===== src/acr_defs.vh =====
// Shared constants for the external-clock serial readout block
`ifndef ACR_DEFS_VH
`define ACR_DEFS_VH
`define ACR_WORD_BITS 5'h10
`define ACR_CNT_W 5
`define ACR_CNT_ONE 5'h01
`define ACR_CLK_NS 5
`define ACR_CONV_NS 2200
// Conversion time in core cycles: 2200 ns at 5 ns a cycle
`define ACR_CONV_CYC 12'h1B8
`define ACR_SHCLK_MAX_KHZ 28500
`define ACR_RESULT_RST 16'h0000
`define ACR_MSB_FLIP 16'h8000
`define ACR_FMT_STRAIGHT 1'b1
`endif


===== src/acr_readout.v =====
// Conversion control and external-clock serial readout with marker and chain
// Operation
// - External mode: read/convert and select control reading
// - Shift previous result, valid falling then rising
// - Clock edge outside read arms marker
// - Marker then bits; 17 or 18 pulses
// - Idle clock: first rising edge gives MSB
// - Chain input passes through after own word
// - After word, hold chain level from start
// - Result shifted most significant bit first
// - Format select picks straight or two's complement
// - Conversion starts when second control falls
// - Busy low during conversion, high on store
module acr_readout (
	// Clock and reset
	input wire core_clk,
	input wire nrst,
	// Control pins (asynchronous)
	input wire ext_clock_select,
	input wire chip_select_n,
	input wire read_convert,
	input wire output_format_select,
	// Serial link pins (asynchronous)
	input wire serial_shift_clock,
	input wire chain_in,
	// Conversion core side
	input wire [15:0] conv_result,
	// Outputs
	output reg serial_data_q,
	output reg marker_q,
	output reg busy_q,
	output reg reading_q
);
`include "acr_defs.vh"

	// Synchroniser pairs and previous samples for edge detection
	reg [1:0] cs_s_q, rc_s_q, sck_s_q, tag_s_q, ext_s_q, fmt_s_q;
	reg cs_p_q, rc_p_q, sck_p_q;
	// Conversion down-counter
	reg [11:0] conv_cnt_q;
	// Read state: marker arming, bit count, shift and null level
	reg armed_q;
	reg marker_phase_q;
	reg [`ACR_CNT_W-1:0] bit_cnt_q;
	reg [15:0] shift_q;
	reg chain_hold_q;
	// Stored result and synchronised pin levels
	wire [15:0] stored;
	wire cs_n, rc, sck, tag, ext, fmt;
	wire sck_rise, conv_start, read_start, read_end, conv_done;

	// Two-stage synchronisers; only the second stage feeds logic
	always @(posedge core_clk or negedge nrst)
	begin
		if (!nrst)
		begin
			cs_s_q <= 2'h3;
			rc_s_q <= 2'h3;
			sck_s_q <= 2'h0;
			tag_s_q <= 2'h0;
			ext_s_q <= 2'h0;
			fmt_s_q <= 2'h3;
		end
		else
		begin
			cs_s_q <= {cs_s_q[0], chip_select_n};
			rc_s_q <= {rc_s_q[0], read_convert};
			sck_s_q <= {sck_s_q[0], serial_shift_clock};
			tag_s_q <= {tag_s_q[0], chain_in};
			ext_s_q <= {ext_s_q[0], ext_clock_select};
			fmt_s_q <= {fmt_s_q[0], output_format_select};
		end
	end

	assign cs_n = cs_s_q[1];
	assign rc = rc_s_q[1];
	assign sck = sck_s_q[1];
	assign tag = tag_s_q[1];
	assign ext = ext_s_q[1];
	assign fmt = fmt_s_q[1];

	// Previous-sample registers for edge detection
	always @(posedge core_clk or negedge nrst)
	begin
		if (!nrst)
		begin
			cs_p_q <= 1'b1;
			rc_p_q <= 1'b1;
			sck_p_q <= 1'b0;
		end
		else
		begin
			cs_p_q <= cs_n;
			rc_p_q <= rc;
			sck_p_q <= sck;
		end
	end

	assign sck_rise = sck & ~sck_p_q;
	// Start on the falling edge of the later of the two controls
	assign conv_start = busy_q & ~cs_n & ~rc & ~(cs_p_q == 1'b0 && rc_p_q == 1'b0);
	// Read state entry on read/convert rise or select fall
	assign read_start = ext & ~reading_q & ((rc & ~rc_p_q & ~cs_n) |
		(~cs_n & cs_p_q & rc));
	// Leaving read state when select rises or read/convert falls
	assign read_end = reading_q & (cs_n | ~rc | ~ext);
	// Last busy-low cycle; the store and the busy rise share this edge
	assign conv_done = ~busy_q && conv_cnt_q == 12'h001;

	// Format conversion: straight binary flips the sign bit
	function [15:0] acr_fmt;
		input [15:0] raw;
		input straight;
		begin
			acr_fmt = (straight == `ACR_FMT_STRAIGHT) ? (raw ^ `ACR_MSB_FLIP) : raw;
		end
	endfunction

	// Result register written when conversion completes
	acr_result_reg u_result (
		.core_clk(core_clk),
		.nrst(nrst),
		.wr_en(conv_done),
		.wr_data(conv_result),
		.rd_data(stored)
	);

	// Conversion timer; busy low for the conversion time
	always @(posedge core_clk or negedge nrst)
	begin
		if (!nrst)
		begin
			busy_q <= 1'b1;
			conv_cnt_q <= 12'h000;
		end
		else if (conv_start)
		begin
			busy_q <= 1'b0;
			conv_cnt_q <= `ACR_CONV_CYC;
		end
		else if (conv_done)
		begin
			busy_q <= 1'b1;
			conv_cnt_q <= 12'h000;
		end
		else if (!busy_q)
			conv_cnt_q <= conv_cnt_q - 12'h001;
	end

	// Read state, marker arming and shifting on shift clock edges.
	// One shift register serves both the own word and the chain: each data
	// edge moves a chain-input sample in at the bottom, so after the own word
	// and the null bit the upstream bits follow in order with no extra store.
	always @(posedge core_clk or negedge nrst)
	begin
		if (!nrst)
		begin
			reading_q <= 1'b0;
			armed_q <= 1'b0;
			marker_phase_q <= 1'b0;
			bit_cnt_q <= {`ACR_CNT_W{1'b0}};
			shift_q <= 16'h0000;
			chain_hold_q <= 1'b0;
			serial_data_q <= 1'b0;
			marker_q <= 1'b0;
		end
		else if (read_start)
		begin
			reading_q <= 1'b1;
			// An edge in the entry cycle still lies outside the read, so it arms
			marker_phase_q <= armed_q | sck_rise;
			armed_q <= 1'b0;
			bit_cnt_q <= {`ACR_CNT_W{1'b0}};
			shift_q <= acr_fmt(stored, fmt);
			chain_hold_q <= tag;
		end
		else if (!reading_q || read_end)
		begin
			// Idle: any rising edge seen here while not reading arms the marker for the next read
			reading_q <= 1'b0;
			marker_q <= 1'b0;
			if (sck_rise && !reading_q)
				armed_q <= 1'b1;
		end
		else if (sck_rise)
		begin
			if (marker_phase_q)
			begin
				// Marker edge: data output keeps its value, nothing shifts
				marker_q <= 1'b1;
				marker_phase_q <= 1'b0;
			end
			else if (bit_cnt_q < `ACR_WORD_BITS)
			begin
				// Own word, MSB first, chain samples fill from the bottom
				marker_q <= 1'b0;
				serial_data_q <= shift_q[15];
				shift_q <= {shift_q[14:0], tag};
				bit_cnt_q <= bit_cnt_q + `ACR_CNT_ONE;
			end
			else if (bit_cnt_q == `ACR_WORD_BITS)
			begin
				// Null bit is the chain level seen at read entry; the oldest
				// chain sample is dropped, being that same idle level
				serial_data_q <= chain_hold_q;
				shift_q <= {shift_q[14:0], tag};
				bit_cnt_q <= bit_cnt_q + `ACR_CNT_ONE;
			end
			else
			begin
				// Pass-through: chain input delayed by one word plus null bit
				serial_data_q <= shift_q[15];
				shift_q <= {shift_q[14:0], tag};
			end
		end
	end
endmodule // acr_readout


===== src/acr_result_reg.v =====
// Output register holding the last completed conversion result
module acr_result_reg (
	// Clock and reset
	input wire core_clk,
	input wire nrst,
	// Write side
	input wire wr_en,
	input wire [15:0] wr_data,
	// Read side
	output reg [15:0] rd_data
);
`include "acr_defs.vh"

	// Result is stored only when conversion finishes
	always @(posedge core_clk or negedge nrst)
	begin
		if (!nrst)
			rd_data <= `ACR_RESULT_RST;
		else if (wr_en)
			rd_data <= wr_data;
	end
endmodule // acr_result_reg


===== config.mk =====
export PLATFORM = sky130hd
export DESIGN_NAME = acr_readout
export DESIGN_NICKNAME = d
export VERILOG_FILES = /design/src/acr_readout.v /design/src/acr_result_reg.v
export VERILOG_INCLUDE_DIRS = /design/src
export SDC_FILE = /design/constraint.sdc
export NUM_CORES = 1
export LEC_CHECK = 0
export BUFFER_PORTS_ARGS = -buffer_cell sky130_fd_sc_hd__buf_2
export CAP_MARGIN = 20
export CORE_ASPECT_RATIO = 0.75
export CORE_MARGIN = 3
export CORE_UTILIZATION = 30
export DETAILED_ROUTE_END_ITERATION = 6
export PLACE_DENSITY = 0.52
export RECOVER_POWER = 50
export SKIP_CTS_REPAIR_TIMING = 1
export SLEW_MARGIN = 5
export SYNTH_ARGS = -nofsm -noshare
export SYNTH_HDL_FRONTEND = slang
export SYNTH_SLANG_ARGS = --single-unit
export TNS_END_PERCENT = 10

===== constraint.sdc =====
create_clock -name core_clk -period 6.1 [get_ports core_clk]
set_input_delay 0.61 -clock core_clk [delete_from_list [all_inputs] [get_ports core_clk]]
set_output_delay 0.61 -clock core_clk [all_outputs]
set_load 0.03 [all_outputs]

# --- Word level (Yosys, flattened, before mapping) ---
# Index checks and enable logic that the tools add are counted.
totals:
  elab_cells: 104
  output_inout_bits: 4
  ff_bits: 71
op_classes:
  mux: 30
  n_eq_ne: 5
  bitwise_logic: 28
  order_cmp: 1
  addsub: 2
  reduce_logical: 18
ops:
  columns: ["cell", "n"]
  rows:
  - ["$mux W16", 5]
  - ["$mux W12", 3]
  - ["$mux W5", 6]
  - ["$mux W1", 16]
  - ["$not A1 Y1", 13]
  - ["$eq A12 B1 Y1 const B", 1]
  - ["$sub A12 B1 Y12 const B", 1]
  - ["$and A1 B1 Y1", 11]
  - ["$reduce_bool A2 Y1", 5]
  - ["$reduce_and A4 Y1", 2]
  - ["$reduce_and A3 Y1", 2]
  - ["$reduce_bool A3 Y1", 2]
  - ["$add A5 B1 Y5 const B", 1]
  - ["$eq A5 B5 Y1 const B", 1]
  - ["$lt A5 B5 Y1 const B", 1]
  - ["$or A1 B1 Y1", 4]
  - ["$reduce_and A2 Y1", 2]
  - ["$logic_and A1 B1 Y1", 3]
  - ["$ne A3 B1 Y1 const B", 1]
  - ["$ne A2 B1 Y1 const B", 1]
  - ["$ne A2 B2 Y1 const B", 1]
  - ["$logic_not A1 Y1", 1]
  - ["$logic_or A1 B1 Y1", 1]

# --- Logic depth before layout (Yosys ltp) ---
logic_depth:
  depth_word: 7
  mapped_depth: 7

# --- By module ---
# A second synthesis with hierarchy kept.
hier_totals:
  cells_unflattened: 259
  area_unflattened_um2: 3019.1
modules_own_cells:
  columns: ["mod", "cells_each", "n_inst", "area_per_inst_um2", "seq_area_each_um2"]
  rows:
  - ["acr_readout", 225, 1, 2369.8, 1387.6]
  - ["acr_result_reg", 34, 1, 649.4, 400.4]

# --- Worst setup path before layout ---
# OpenSTA, ideal clock, no wires.
synth_timing:
  kind: "reg2reg"
  start: "register conv_cnt_q[1]"
  end: "register u_result.rd_data[0]"
  t_required_ps: 5975
  path_buffers: 1
  t_arrival_ps: 2188
  path_slack_ps: 3787
  stages_incl_launch_ff: 7
  cell_sequence: "dfrtp_1 inv_1 ha_1 or4b_2 nor4_4 buf_6 mux2_2"
synth_via:
  elab_chain_len: 2
synth_lines:
  columns: ["item", "line_no", "text"]
  rows:
  - ["from (decl)", "acr_readout.v:40", "reg [11:0] conv_cnt_q;"]
  - ["from (signal assigned)", "acr_readout.v:139", "conv_cnt_q <= `ACR_CONV_CYC;"]
  - ["from (signal assigned)", "acr_readout.v:147", "conv_cnt_q <= conv_cnt_q - 12'h001;"]
  - ["$eq A12 B1 Y1", "acr_readout.v:108", "assign conv_done = ~busy_q && conv_cnt_q == 12'h001;"]
  - ["$logic_and A1 B1 Y1", "acr_readout.v:108", null]
  - ["to (signal assigned)", "acr_result_reg.v:18", "rd_data <= `ACR_RESULT_RST;"]
  - ["to (signal assigned)", "acr_result_reg.v:20", "rd_data <= wr_data;"]
  - ["to (decl)", "acr_result_reg.v:10", "output reg [15:0] rd_data"]
# Every way passes these cells.
# A chain may end at the register's enable or synchronous reset.

# --- Worst setup path after layout ---
layout_timing:
  start: "register conv_cnt_q[1]"
  end: "register conv_cnt_q[10]"
layout_via:
  elab_chain_len: 4
  word_cells_on_any_way: 7
  cone_classes: "add/sub (1); eq/ne (2); mux (3); reduce/logical (1)"
layout_lines:
  columns: ["item", "line_no", "text"]
  rows:
  - ["$sub A12 B1 Y12 or $eq A12 B1 Y1 (tied branches)", "acr_readout.v:147, acr_readout.v:108", null]
  - ["$mux W12 or $logic_and A1 B1 Y1 (tied branches)", "acr_readout.v:146, acr_readout.v:108", null]
  - ["$mux W12", "acr_readout.v:141", "else if (conv_done)"]
  - ["$mux W12", "acr_readout.v:136", "else if (conv_start)"]
# Several ways; a longest one is shown, not always the timed one. The select of a mux whose other input is x is not followed.

==> metrics.md <==
| Metric | Value |
|---|---|
| GRT Total Usage | 11.6% |
| Yosys reg bits | 71 |
| Total number of vias | 2023 |
| Clk Latency, worst-skew pair | 0.33 ns |
| Fraction of layout cells with a size suffix above 1 | 28.0% |
| Post-DRT Antenna Nets | 0 |
| Total power density per cell area | 299 nW/um2 |
| Routed len/inst | 14.0 um |
| Sw frac | 20.7% |
| Total gr overflow | 0 |
| DIE AREA | 11100 um2 |
| Vert. Die Dim | 91.9 um |
| Fin. Hold Viols | 0 |
| Setup total negative slack | 0 ns |
| Pin count of the biggest net entering global routing | 72 |
| Fmax | 397 MHz |
| Slew HR | 41.7% |
| Core Region | 9310 um2 |
| Row cnt | 30 |
| Clock period minus final worst setup slack | 2.52 ns |
| RSZ-0062 raised after global routing | false |
| Clock sinks | 71 |
| ANT cells | 0 |
| Post-synth EDFFs | 0 |
| H-tree Lvls | 3 |
| Final Max Slew Viols | 0 |
| VDD IR max | 110 uV |
| Synth top area share | 52.5% |
| Sw Pwr | 0.221 mW |
| Area Overhead vs Synth | 21.0% |
| Drt via density | 4.81 |
| Least-Margin Pin Slew | 0.875 ns |
| Setup Viol. Count Final | 0 |
| Clock Tree Buf Depth | 2 |
| Initial drt markers | 140 |
| Syn Nets | 282 |
| Synth area leader | dfrtp_1 |
| Register area share after synthesis | 60.5% |
| Synth cell types | 38 |
| Initial antenna violation count | 0 |
| Starting density of the core | 31.7% |
| Clk root buf | clkbuf_16 |
| TritonCTS buffer count | 9 |
| Status | completed |
| Number of port buffers | 27 |
| Synth Warn # | 0 |
| Vias in the first global route | 2029 |
| Seq pwr share | 46.1% |
| Clock-pin slew on the worst setup and hold paths | 0.06 ns |
| Skew final | 0.00757 ns |
| Critical path endpoint category | flop |
| Power share of the combinational group | 3.3% |
| DRC Markers | 0 |
| Critical path required time | 6.30 ns |
| Most frequent cells in the layout | dfrtp_1, nand2_1, buf_2 |
| CTS tree | built |
| Die W | 121 um |
| Clock power share | 50.6% |
| Nets@finish | 316 |
| Worst Path Class, Setup | flop to flop |
| Ys async rst share | 100% |
| Commonest non-fill, non-tap cell in the layout | dfrtp_1 |
| Critical Path Fanout Max | 6 |
| Routability congestion estimate | 0.840 |
| Post-Syn Area | 2950 um2 |
| # IOs | 28 |
| Final period utilization | 41.3% |
| Pint | 0.848 mW |
| Hold_ws | 0.349 ns |
| Startpoint Class | flop |
| Prevailing post-synth register cell | dfrtp_1 |
| Lkg Pwr | 1.64 nW |
| Drt pass-1 iters | 5 |
| Worst min path class | flop to flop |
| Area contributors post-synth | dfrtp_1, dfstp_2, mux2_2 |
| Syn avg cell area | 11.6 um2 |
| Critical Path AT | 2.72 ns |
| Max cap viols | 0 |
| Gate count of the mapped netlist | 254 |
| WL final | 5880 um |
| First-pass GRT wire length | 10200 um |
| Detail Placement HPWL | 3890 um |
[final timing paths]
check                      slack (ns)     startpoint  cells past startpoint                  end
setup reg to reg                 3.58  conv_cnt_q[1]                      7       conv_cnt_q[10]
hold reg to reg                  0.35     ext_s_q[0]                      0           ext_s_q[1]
setup / recovery                 3.58  conv_cnt_q[1]                      7       conv_cnt_q[10]
min in group asynchronous        0.48           nrst                      2  u_result.rd_data[4]
max in group asynchronous        5.05           nrst                      2         bit_cnt_q[1]
hold / removal                   0.35     ext_s_q[0]                      0           ext_s_q[1]
[flip-flops by register name (all words and copies together) (netlist names), 2 cells and up]
signal,cells
shift_q,16
u_result.rd_data,16
conv_cnt_q,12
bit_cnt_q,5
cs_s_q,2
ext_s_q,2
fmt_s_q,2
rc_s_q,2
sck_s_q,2
tag_s_q,2
[Yosys cell counts (3+ instances only)]
cell	count
dfrtp_1	62
nand2_1	44
mux2_2	18
nor2_1	18
a22oi_1	16
dfstp_2	9
clkbuf_1	7
inv_1	7
nor3_1	7
o21ai_0	7
or4_1	5
a21oi_1	4
a31oi_1	4
ha_1	4
nor4_1	4
o31ai_1	4
nand2b_1	3
nand3_1	3
xor2_1	3
[worst max-delay path: stages (launching register included)]
cell and delay, ns:
dfrtp_1 0.40, inv_1 0.10, ha_1 0.21, or4b_2 0.67, o31ai_1 0.65, o21ai_0 0.20, nand2_1 0.10, o21ai_0 0.07
[power by group through the flow]
stage / Clock, mW / Combinational [mW] / Sequential (mW)
after detailed placement: 0 / 0.0359 / 0.502
after global placement: 0 / 0.0350 / 0.501
after floorplan: 0 / 0.0124 / 0.501
after global routing: 0.584 / 0.0405 / 0.494
final: 0.541 / 0.0350 / 0.493
after CTS: 0.560 / 0.0360 / 0.493
[stage by stage]
step | cells | cell area, um2 | power [mW] | worst slack, ns | utilization (%)
5_1_grt | 421 | 3570 | 1.12 | 3.47 | 38.4
2_1_floorplan | 254 | 2950 | 0.513 | 3.79 | -
3_3_place_gp | 404 | 3250 | 0.536 | 3.71 | 34.9
3_5_place_dp | 404 | 3250 | 0.538 | 3.63 | 34.9
4_1_cts | 420 | 3570 | 1.09 | 3.63 | 38.3
6_report | 421 | 3570 | 1.07 | 3.58 | 38.4
[cell families after synthesis]
| logic type | Yosys count | share of synthesized area, % |
|---|---|---|
| AO/OA/AOI/OAI | 45 | 11.0 |
| XOR/XNOR | 4 | 1.19 |
| adder cells (fa/ha/maj) | 4 | 1.69 |
| buffers and inverters | 16 | 2.54 |
| flip-flops | 71 | 60.5 |
| multiplexers | 19 | 7.20 |
| AND/OR/NAND/NOR | 95 | 15.8 |
[per-layer routing]
metal  global-route usage (%)  vias to the layer above  share of wire, %
li1                         -                      978                 -
met1                     16.7                      994                52
met2                     16.4                       41                43
met3                     3.64                       10               3.5
met4                     3.96                        0               1.5
met5                        0                        -                 0
[area by class of cell]
cell class	count	area, um2
Fill cell	954	5740
Sequential cell	71	1790
Multi-Input combinational cell	167	1110
Clock buffer	12	267
Timing Repair Buffer	32	173
Tap cell	128	160
Clock inverter	4	51.3
Inverter	7	26.3
(Power assumes the default switching activity.)
